===== src/design/ssp_consts.svh =====
// constant definitions for the step fifo and spindle sync block
`ifndef SSP_CONSTS_SVH
`define SSP_CONSTS_SVH
`define SSP_AXES          6
`define SSP_FIFO_DEPTH    20
`define SSP_PTR_W         5
`define SSP_CNT_W         32
`define SSP_DB_W          16
`define SSP_CLK_NS        20
`define SSP_MIN_PULSE_NS  60
`define SSP_MIN_PULSE_CYC ((`SSP_MIN_PULSE_NS + `SSP_CLK_NS - 1) / `SSP_CLK_NS)
`define SSP_SPD_MIN_HALF  32'h0000_0002
`define SSP_CNT_ONE       32'h0000_0001
`define SSP_CNT_ZERO      32'h0000_0000
`define SSP_PTR_ONE       5'h01
`define SSP_PTR_ZERO      5'h00
`define SSP_PTR_LAST      5'h13
`endif


===== src/design/ssp_pkg.sv =====
// types shared by the step fifo and spindle sync block
package ssp_pkg;
    // one elementary step word: step and direction per axis
    typedef struct packed {
        logic [5:0] dir;
        logic [5:0] step;
    } ssp_step_s;

    // spindle generator command
    typedef struct packed {
        logic        run;
        logic        dir;
        logic [31:0] half_period;
    } ssp_spin_s;

    // output sequencer state
    typedef enum logic [1:0] {
        SSP_IDLE  = 2'b00,
        SSP_ARMED = 2'b01,
        SSP_RUN   = 2'b10
    } ssp_seq_e;
endpackage : ssp_pkg


===== src/design/ssp_debounce.sv =====
// synchroniser and lockout debouncer for one spindle sensor input
`timescale 1ns/1ps
`include "ssp_consts.svh"
module ssp_debounce (
    input  wire logic                 core_clk,
    input  wire logic                 reset,
    input  wire logic                 pin_in,     // raw sensor pin
    input  wire logic [`SSP_DB_W-1:0] lock_cyc,   // lockout length after a change
    output logic                      level_r,    // debounced level
    output logic                      rise_r      // one-cycle pulse on a clean rising edge
);
    logic                 sync1_r;     // first synchroniser stage, read only by sync2_r
    logic                 sync2_r;     // second synchroniser stage
    logic [`SSP_DB_W-1:0] lock_r;      // remaining lockout cycles

    // two flops against metastability
    always_ff @(posedge core_clk or posedge reset) begin
        if (reset) begin
            sync1_r <= 1'b0;
            sync2_r <= 1'b0;
        end else begin
            sync1_r <= pin_in;
            sync2_r <= sync1_r;
        end
    end

    // accept a change only outside the lockout; either polarity restarts it
    // a pulse of one cycle (20 ns) or longer is seen when it starts outside the lockout, no upper bound
    always_ff @(posedge core_clk or posedge reset) begin
        if (reset) begin
            level_r <= 1'b0;
            rise_r  <= 1'b0;
            lock_r  <= '0;
        end else begin
            rise_r <= 1'b0;
            if (lock_r != '0) begin
                lock_r <= lock_r - 1'b1;
            end else if (sync2_r != level_r) begin
                level_r <= sync2_r;
                rise_r  <= sync2_r;
                lock_r  <= lock_cyc;
            end
        end
    end

    lockout_hold_a: assert property (@(posedge core_clk) disable iff (reset)
        (level_r != $past(level_r)) && (lock_cyc > 16'h0001) |=> $stable(level_r))
        else $error("debounced level changed inside lockout");
endmodule : ssp_debounce


===== src/design/ssp_spindle_gen.sv =====
// free-running 50 percent duty spindle step generator
`timescale 1ns/1ps
`include "ssp_consts.svh"
module ssp_spindle_gen (
    input  wire logic             core_clk,
    input  wire logic             reset,
    input  wire ssp_pkg::ssp_spin_s cmd,     // held command, one write changes it
    output logic                  step_r,    // spindle step square wave
    output logic                  dir_r      // spindle direction
);
    logic [`SSP_CNT_W-1:0] half_r;   // cycles into current half period
    logic [`SSP_CNT_W-1:0] lim;      // clamped half period

    // clamp keeps the rate at or below a quarter of the clock
    always_comb begin
        lim = (cmd.half_period < `SSP_SPD_MIN_HALF) ? `SSP_SPD_MIN_HALF : cmd.half_period;
    end

    // equal high and low halves; no ramping here, software ramps by rewriting
    always_ff @(posedge core_clk or posedge reset) begin
        if (reset) begin
            step_r <= 1'b0;
            dir_r  <= 1'b0;
            half_r <= '0;
        end else if (!cmd.run) begin
            step_r <= 1'b0;
            half_r <= '0;
            dir_r  <= cmd.dir;
        end else if (half_r >= lim - `SSP_CNT_ONE) begin
            step_r <= ~step_r;
            half_r <= '0;
        end else begin
            half_r <= half_r + `SSP_CNT_ONE;
        end
    end

    step_quarter_a: assert property (@(posedge core_clk) disable iff (reset)
        $rose(step_r) && cmd.run |=> step_r)
        else $error("spindle step high for less than two cycles");
    stop_low_a: assert property (@(posedge core_clk) disable iff (reset)
        !cmd.run |=> !step_r)
        else $error("spindle step running while stopped");
endmodule : ssp_spindle_gen


===== src/design/ssp_step_sync.sv =====
// step fifo with thread start gating and spindle period measurement
// Operation
// - fifo holds twenty six-axis step words
// - pop one word per step interval, autonomously
// - spindle square wave, half duty, steady
// - one write starts, stops, or retunes spindle
// - spindle rate at most clock over four
// - sensor pulses over sixty ns are registered
// - per-input debouncer with configurable lockout
// - threading holds output until index pulse
// - index to output start jitter up to one step interval
// - sensor pulse latches and restarts period counter
// - interrupt on every latched period
// - timing sensor clocks measurement if installed
// - step interval is clock over base divisor
`timescale 1ns/1ps
`include "ssp_consts.svh"
module ssp_step_sync (
    input  wire logic                   core_clk,
    input  wire logic                   reset,
    input  wire logic                   wr_en,          // host write strobe for a step word
    input  wire ssp_pkg::ssp_step_s     wr_data,        // step word from host
    input  wire logic [`SSP_CNT_W-1:0]  base_div,       // base divisor, cycles per step interval
    input  wire logic                   thread_mode,    // hold output until index
    input  wire logic                   timing_fitted,  // multi-pulse sensor installed
    input  wire logic [`SSP_DB_W-1:0]   index_lock,     // index debounce lockout cycles
    input  wire logic [`SSP_DB_W-1:0]   timing_lock,    // timing debounce lockout cycles
    input  wire ssp_pkg::ssp_spin_s     spin_cmd,       // spindle command word
    input  wire logic                   index_pin,      // once-per-rev sensor pin
    input  wire logic                   timing_pin,     // multi-pulse sensor pin
    output ssp_pkg::ssp_step_s          axis_out_r,     // axis step and dir outputs
    output logic                        spin_step_r,    // spindle step
    output logic                        spin_dir_r,     // spindle dir
    output logic                        fifo_full_r,    // no room for another word
    output logic [`SSP_PTR_W-1:0]       fifo_level_r,   // words queued
    output logic [`SSP_CNT_W-1:0]       period_r,       // last spindle period in clocks
    output logic                        period_irq_r,   // one-cycle pulse on new period
    output logic                        running_r       // fifo output enabled
);
    ssp_pkg::ssp_step_s    mem [0:`SSP_FIFO_DEPTH-1];   // step word storage
    logic [`SSP_PTR_W-1:0] rd_ptr_r;                    // read index
    logic [`SSP_PTR_W-1:0] wr_ptr_r;                    // write index
    logic [`SSP_CNT_W-1:0] div_cnt_r;                   // step interval divider
    logic [`SSP_CNT_W-1:0] per_cnt_r;                   // running period counter
    logic                  tick;                        // step interval enable
    logic                  push;                        // accepted write
    logic                  pop;                         // word taken this interval
    logic                  index_rise;                  // clean index edge
    logic                  timing_rise;                 // clean timing edge
    logic                  meas_pulse;                  // selected measurement edge
    ssp_pkg::ssp_seq_e     seq_r;                       // output sequencer
    logic                  spin_step_w;                 // spindle step from generator
    logic                  spin_dir_w;                  // spindle dir from generator

    // wrap a fifo index around the twenty slots
    function automatic logic [`SSP_PTR_W-1:0] ptr_inc(input logic [`SSP_PTR_W-1:0] p);
        ptr_inc = (p == `SSP_PTR_LAST) ? `SSP_PTR_ZERO : p + `SSP_PTR_ONE;
    endfunction : ptr_inc

    // writes into a full fifo are dropped; host is expected to wait for room
    assign push = wr_en && !fifo_full_r;
    assign pop  = tick && (seq_r == ssp_pkg::SSP_RUN) && (fifo_level_r != `SSP_PTR_ZERO);
    assign meas_pulse = timing_fitted ? timing_rise : index_rise;
    assign tick = (div_cnt_r == `SSP_CNT_ZERO);

    // step interval divider: one tick every base_div clocks
    always_ff @(posedge core_clk or posedge reset) begin
        if (reset) begin
            div_cnt_r <= '0;
        end else if (tick) begin
            // zero or one divisor degrades to a tick every clock
            div_cnt_r <= (base_div > `SSP_CNT_ONE) ? base_div - `SSP_CNT_ONE : `SSP_CNT_ZERO;
        end else begin
            div_cnt_r <= div_cnt_r - `SSP_CNT_ONE;
        end
    end

    // storage array, written by the host side only
    always_ff @(posedge core_clk) begin
        if (push) begin
            mem[wr_ptr_r] <= wr_data;
        end
    end

    // pointers and occupancy; simultaneous push and pop keep the level
    always_ff @(posedge core_clk or posedge reset) begin
        if (reset) begin
            wr_ptr_r     <= '0;
            rd_ptr_r     <= '0;
            fifo_level_r <= '0;
            fifo_full_r  <= 1'b0;
        end else begin
            if (push) begin
                wr_ptr_r <= ptr_inc(wr_ptr_r);
            end
            if (pop) begin
                rd_ptr_r <= ptr_inc(rd_ptr_r);
            end
            case ({push, pop})
                2'b10: begin
                    fifo_level_r <= fifo_level_r + `SSP_PTR_ONE;
                    fifo_full_r  <= (fifo_level_r == `SSP_PTR_LAST);
                end
                2'b01: begin
                    fifo_level_r <= fifo_level_r - `SSP_PTR_ONE;
                    fifo_full_r  <= 1'b0;
                end
                default: begin
                    fifo_level_r <= fifo_level_r;
                end
            endcase
        end
    end

    // sequencer: threading arms and waits for the index edge
    // the edge passes the synchroniser and debouncer first, and the first word waits for the next tick
    always_ff @(posedge core_clk or posedge reset) begin
        if (reset) begin
            seq_r <= ssp_pkg::SSP_IDLE;
        end else begin
            case (seq_r)
                ssp_pkg::SSP_IDLE: begin
                    seq_r <= thread_mode ? ssp_pkg::SSP_ARMED : ssp_pkg::SSP_RUN;
                end
                ssp_pkg::SSP_ARMED: begin
                    if (!thread_mode) begin
                        seq_r <= ssp_pkg::SSP_RUN;
                    end else if (index_rise) begin
                        seq_r <= ssp_pkg::SSP_RUN;
                    end
                end
                ssp_pkg::SSP_RUN: begin
                    // output stays enabled; only a reset re-arms for another pass
                    seq_r <= ssp_pkg::SSP_RUN;
                end
                default: begin
                    seq_r <= ssp_pkg::SSP_IDLE;
                end
            endcase
        end
    end

    // running flag follows the sequencer a cycle later; only a reset rearms it
    always_ff @(posedge core_clk or posedge reset) begin
        if (reset) begin
            running_r <= 1'b0;
        end else begin
            running_r <= (seq_r == ssp_pkg::SSP_RUN);
        end
    end

    // axis outputs: one word per interval, nothing when empty or held
    always_ff @(posedge core_clk or posedge reset) begin
        if (reset) begin
            axis_out_r <= '0;
        end else if (pop) begin
            axis_out_r <= mem[rd_ptr_r];
        end else if (tick) begin
            axis_out_r.step <= '0;
        end
    end

    // period counter: latch old count and restart on each measurement edge
    always_ff @(posedge core_clk or posedge reset) begin
        if (reset) begin
            per_cnt_r    <= '0;
            period_r     <= '0;
            period_irq_r <= 1'b0;
        end else begin
            period_irq_r <= meas_pulse;
            if (meas_pulse) begin
                period_r  <= per_cnt_r;
                per_cnt_r <= `SSP_CNT_ONE;
            end else begin
                per_cnt_r <= per_cnt_r + `SSP_CNT_ONE;
            end
        end
    end

    // spindle outputs registered once more so top outputs come from flops
    always_ff @(posedge core_clk or posedge reset) begin
        if (reset) begin
            spin_step_r <= 1'b0;
            spin_dir_r  <= 1'b0;
        end else begin
            spin_step_r <= spin_step_w;
            spin_dir_r  <= spin_dir_w;
        end
    end

    ssp_debounce u_index_db (
        .core_clk (core_clk),
        .reset    (reset),
        .pin_in   (index_pin),
        .lock_cyc (index_lock),
        .level_r  (),
        .rise_r   (index_rise)
    );

    ssp_debounce u_timing_db (
        .core_clk (core_clk),
        .reset    (reset),
        .pin_in   (timing_pin),
        .lock_cyc (timing_lock),
        .level_r  (),
        .rise_r   (timing_rise)
    );

    ssp_spindle_gen u_spin (
        .core_clk (core_clk),
        .reset    (reset),
        .cmd      (spin_cmd),
        .step_r   (spin_step_w),
        .dir_r    (spin_dir_w)
    );

    // a full fifo never grows
    full_no_grow_a: assert property (@(posedge core_clk) disable iff (reset)
        fifo_full_r && !pop |=> fifo_level_r == $past(fifo_level_r))
        else $error("fifo level grew while full");
    level_max_a: assert property (@(posedge core_clk) disable iff (reset)
        fifo_level_r <= `SSP_PTR_LAST + `SSP_PTR_ONE)
        else $error("fifo level above twenty");
    one_per_tick_a: assert property (@(posedge core_clk) disable iff (reset)
        pop |-> tick)
        else $error("word popped outside step interval");
    empty_no_step_a: assert property (@(posedge core_clk) disable iff (reset)
        tick && fifo_level_r == `SSP_PTR_ZERO |=> axis_out_r.step == '0)
        else $error("step pulses while fifo empty");
    armed_hold_a: assert property (@(posedge core_clk) disable iff (reset)
        seq_r == ssp_pkg::SSP_ARMED |-> !pop)
        else $error("fifo output while armed for threading");
    index_start_a: assert property (@(posedge core_clk) disable iff (reset)
        seq_r == ssp_pkg::SSP_ARMED && thread_mode && index_rise |=> seq_r == ssp_pkg::SSP_RUN)
        else $error("threading did not start on index edge");
    period_latch_a: assert property (@(posedge core_clk) disable iff (reset)
        meas_pulse |=> period_r == $past(per_cnt_r) && per_cnt_r == `SSP_CNT_ONE)
        else $error("period not latched on measurement edge");
    irq_follow_a: assert property (@(posedge core_clk) disable iff (reset)
        $changed(period_r) |-> period_irq_r)
        else $error("period latched without interrupt");
    source_sel_a: assert property (@(posedge core_clk) disable iff (reset)
        timing_fitted && index_rise && !timing_rise |=> !period_irq_r)
        else $error("index clocked measurement with timing fitted");
    divider_a: assert property (@(posedge core_clk) disable iff (reset)
        tick && base_div > `SSP_CNT_ONE |=> !tick)
        else $error("step interval shorter than divisor");
endmodule : ssp_step_sync


===== config.mk =====
export PLATFORM = sky130hd
export DESIGN_NAME = ssp_step_sync
export DESIGN_NICKNAME = d
export VERILOG_FILES = /design/src/design/ssp_pkg.sv /design/src/design/ssp_debounce.sv /design/src/design/ssp_spindle_gen.sv /design/src/design/ssp_step_sync.sv
export VERILOG_INCLUDE_DIRS = /design/src /design/src/design
export SDC_FILE = /design/constraint.sdc
export NUM_CORES = 1
export LEC_CHECK = 0
export BUFFER_PORTS_ARGS = -buffer_cell sky130_fd_sc_hd__buf_2
export CELL_PAD_IN_SITES_DETAIL_PLACEMENT = 1
export CELL_PAD_IN_SITES_GLOBAL_PLACEMENT = 1
export CORE_MARGIN = 10
export CORE_UTILIZATION = 53
export DETAILED_ROUTE_END_ITERATION = 8
export PLACE_DENSITY = 0.87
export SLEW_MARGIN = 20
export SYNTH_ARGS = -nofsm -noshare
export SYNTH_HDL_FRONTEND = slang
export SYNTH_SLANG_ARGS = --single-unit

===== constraint.sdc =====
create_clock -name core_clk -period 17.35 [get_ports core_clk]
set_input_delay 1.735 -clock core_clk [delete_from_list [all_inputs] [get_ports core_clk]]
set_output_delay 1.735 -clock core_clk [all_outputs]
set_load 0.05 [all_outputs]

==> impl_metrics.py <==
metrics = {
    "setup_path": {
        "max_stage_delay_ps": 570,
        "required_ps": 17790,
        "arrival_ps": 6870,
        "cp_slowest_cell": "or4_1",
        "r2r-start": "div_cnt_r[0]",
        "startpoint_type": "input port",
        "path_max_fanout": 33,
        "rrSetupSlack_ps": 13660,
        "crit_type": "in -> reg",
        "path_delay_family": "simple AND/OR/NAND/NOR gates",
        "r2r-end": "fifo_level_r[4]",
        "reg2regPathDepth": 16,
        "endpoint_kind": "flop",
        "critPathBufInv": 2,
        "crit_chain": "buf_2, or4_4, or4_1, nor4_4, nand2b_1, ha_1, nand3b_1, or3_1, or2_1, nor4_2, xnor2_1, ha_1, nand4_1, nor3_1, nand2_1, nand4_1, a32o_1, buf_4, mux2_2",
    },
    "clock_tree": {
        "cts-htree-levels": 2,
        "clk_latency_ps": 580,
        "cts_root_buf": "clkbuf_16",
        "cts_sinks": 444,
        "hold_buffers": 0,
        "cts_resized": 0,
        "post_cts_buffers": 0,
        "cts_buffers": 47,
        "cts_tree": "built",
        "ctsLongestPathBuffers": 3,
        "path_clk_slew_ps": 60,
    },
    "yosys": {
        "synth-edff-count": 240,
        "synthDistinctLibCells": 68,
        "yosys_register_bits": 444,
        "synth_common_cells": "edfxtp_1 (240), dfrtp_1 (204), nor2_1 (168), nand2_1 (167), xnor2_1 (99)",
        "synth_area_leaders": "edfxtp_1 (35%), dfrtp_1 (25%), mux4_2 (7.2%)",
        "yosysTopAreaCell": "edfxtp_1",
        "syn_nets": 1817,
        "yosys_most_used_dff": "edfxtp_1",
        "synth.avg_cell_area_um2": 12.6,
        "async_flop_share": 0.459,
        "netlist_area_um2": 20700,
        "synth_cells": 1642,
        "synth_top_cell_area_share": 0.347,
        "yosysMostFrequentCell": "edfxtp_1",
        "ys_seq_area_frac": 0.593,
        "ys_warn_count": 0,
    },
    "grt": {
        "grt_pass1_wl_mm": 85.3,
        "grt.total_usage": 0.225,
        "grt_start_max_net_pins": 126,
        "grt_pass1_vias": 15300,
        "gr-total-overflow": 0,
        "antenna_found_initial": 2,
    },
    "floorplanning": {
        "dieArea_um2": 47500,
        "start_util": 0.537,
        "die_x_um": 218,
        "row_count": 72,
        "die_h_um": 218,
        "ios": 171,
        "core_um2": 38600,
    },
    "timing": {
        "slew_headroom": 0.259,
        "rsz0062_at_grt": "no",
        "tns_ps": 0,
        "hold_viol": 0,
        "slew_violations": 0,
        "final.min_clock_period_ps": 6420,
        "setup_viol": 0,
        "finalClockSkew_ps": 27.2,
        "post-route-period-util": 0.370,
        "fmax_mhz": 156,
        "max_slew.worst_pin.slew_ps": 1100,
    },
    "run_status": {
        "status": "completed",
    },
    "detailed_routing": {
        "finalWirelength_mm": 53.4,
        "dr.first_iter.drc_count": 1107,
        "drc": 0,
        "dr_total_vias": 13800,
        "drtAntennaViolNets": 0,
        "avgRoutedWirePerCell_um": 22.6,
        "via_per_inst": 5.84,
        "first_pass_iters": 5,
    },
    "placement": {
        "numPortBuffers": 170,
        "place_hpwl_mm": 36.2,
        "placed_cells": 2278,
        "routabilityCongestion": 0.814,
    },
    "flow_run": {
        "cap_viol_max_count": 0,
    },
    "finish": {
        "area_delta_synth_final_pct": 14.1,
        "fin_nets": 1986,
        "drive_gt1_frac": 0.200,
        "final_core_util": 0.613,
        "layoutNonFillerInstCount": 2369,
    },
    "pwr": {
        "vdd_drop_max_uv": 65.5,
        "leakage_nw": 8.93,
        "p_per_area_nw_per_um2": 104,
    },
    "worst_hold_path": {
        "min_path_type": "reg -> reg",
        "min_path_cells": 0,
        "whs_endpoint": "u_index_db.sync2_r",
        "worstHoldStart": "u_index_db.sync1_r",
    },
}
==> metrics by stage <==
stage	area (um2)	worst slack [ps]	hold WS (ps)	power, mW
3_5_place_dp	22100	10400	337	1.49
4_1_cts	23600	10970	359	2.48
6_report	23700	10930	357	2.47
2_1_floorplan	20700	10050	331	1.38
5_1_grt	23700	10510	365	2.56
3_3_place_gp	22100	10590	333	1.46
==> worst reg2reg max path, cell delays in order (launching register included) <==
cell and delay [ps]:
dfrtp_1 420, inv_1 80, ha_1 200, nor2b_1 260, and4_1 430, nand4_1 210
nor2_1 160, buf_4 270, ha_1 290, inv_1 120, fa_1 420, inv_1 80
a21o_1 120, a21oi_1 70, xnor2_1 170, nor2_1 80, xor2_1 160
==> cells in the final DEF (no fill, tap or decap), drive strengths merged, types with 20 or more instances in the layout <==
cell | Yosys | layout
ha | 57 | 57
o21ai | 45 | 45
clkbuf | 45 | 61
nor4 | 32 | 32
a21oi | 48 | 48
nand2 | 167 | 167
nand3 | 40 | 40
nor2 | 168 | 168
buf | 20 | 185
a211oi | 27 | 27
or3 | 20 | 20
dfrtp | 204 | 204
inv | 42 | 45
edfxtp | 240 | 240
nor3 | 55 | 55
xor2 | 56 | 56
o22ai | 26 | 26
nand4 | 24 | 24
xnor2 | 99 | 99
mux4 | 66 | 66
==> cell families (layout without fill, tap and decap cells) <==
family	Yosys count	after routing	synth area share
XOR/XNOR	155	155	0.0654
flip-flops	444	444	0.593
AND/OR/NAND/NOR	612	612	0.150
other	0	2	0
buffers and inverters	107	314	0.0208
adder cells (fa/ha/maj)	58	58	0.0353
multiplexers	87	87	0.0820
AO/OA/AOI/OAI	179	179	0.0529
==> cell type report <==
| type | count | area, um2 |
|---|---|---|
| clock buffers | 61 | 1260 |
| fillers | 3888 | 15000 |
| diodes | 2 | 5.00 |
| well taps | 518 | 648 |
| inverters | 42 | 165 |
| multi-input cells | 1091 | 8060 |
| repair buffers | 185 | 983 |
| clock inverters | 26 | 239 |
| flip-flops and latches | 444 | 12300 |
==> worst max-delay path by stage <==
stage | from | end | slack (ps) | cells past startpoint
5_1_grt | spin_cmd[25] | u_spin.step_r | 10510 | 19
3_3_place_gp | spin_cmd[25] | u_spin.step_r | 10590 | 19
2_1_floorplan | reset | axis_out_r[0] | 10050 | 1
3_5_place_dp | spin_cmd[25] | u_spin.step_r | 10400 | 19
6_report | spin_cmd[25] | u_spin.step_r | 10930 | 19
4_1_cts | spin_cmd[25] | u_spin.step_r | 10970 | 19
==> registers in the layout, indices dropped and copies added, names as in the netlist, 2 cells and up <==
signal,cells
u_index_db.lock_r,16
u_spin.half_r,32
rd_ptr_r,5
period_r,32
mem,240
div_cnt_r,32
wr_ptr_r,5
fifo_level_r,5
u_timing_db.lock_r,16
axis_out_r,12
per_cnt_r,32
seq_r,2
==> where the power goes <==
part	internal (mW)	leakage, nW	switching, mW
registers	1.17	4.71	0.0489
clock network	0.573	0.742	0.414
logic	0.0852	3.48	0.174
==> routing by layer <==
metal | vias to the layer above | part of all wire | wire [um] | track usage
li1 | 6362 | - | - | -
met1 | 7094 | 0.40 | 21500 | 0.276
met2 | 295 | 0.53 | 28100 | 0.397
met3 | 83 | 0.045 | 2430 | 0.0372
met4 | 0 | 0.026 | 1400 | 0.0748
met5 | - | 0 | 0 | 0
No activity file was read; power rests on OpenSTA's default activity.
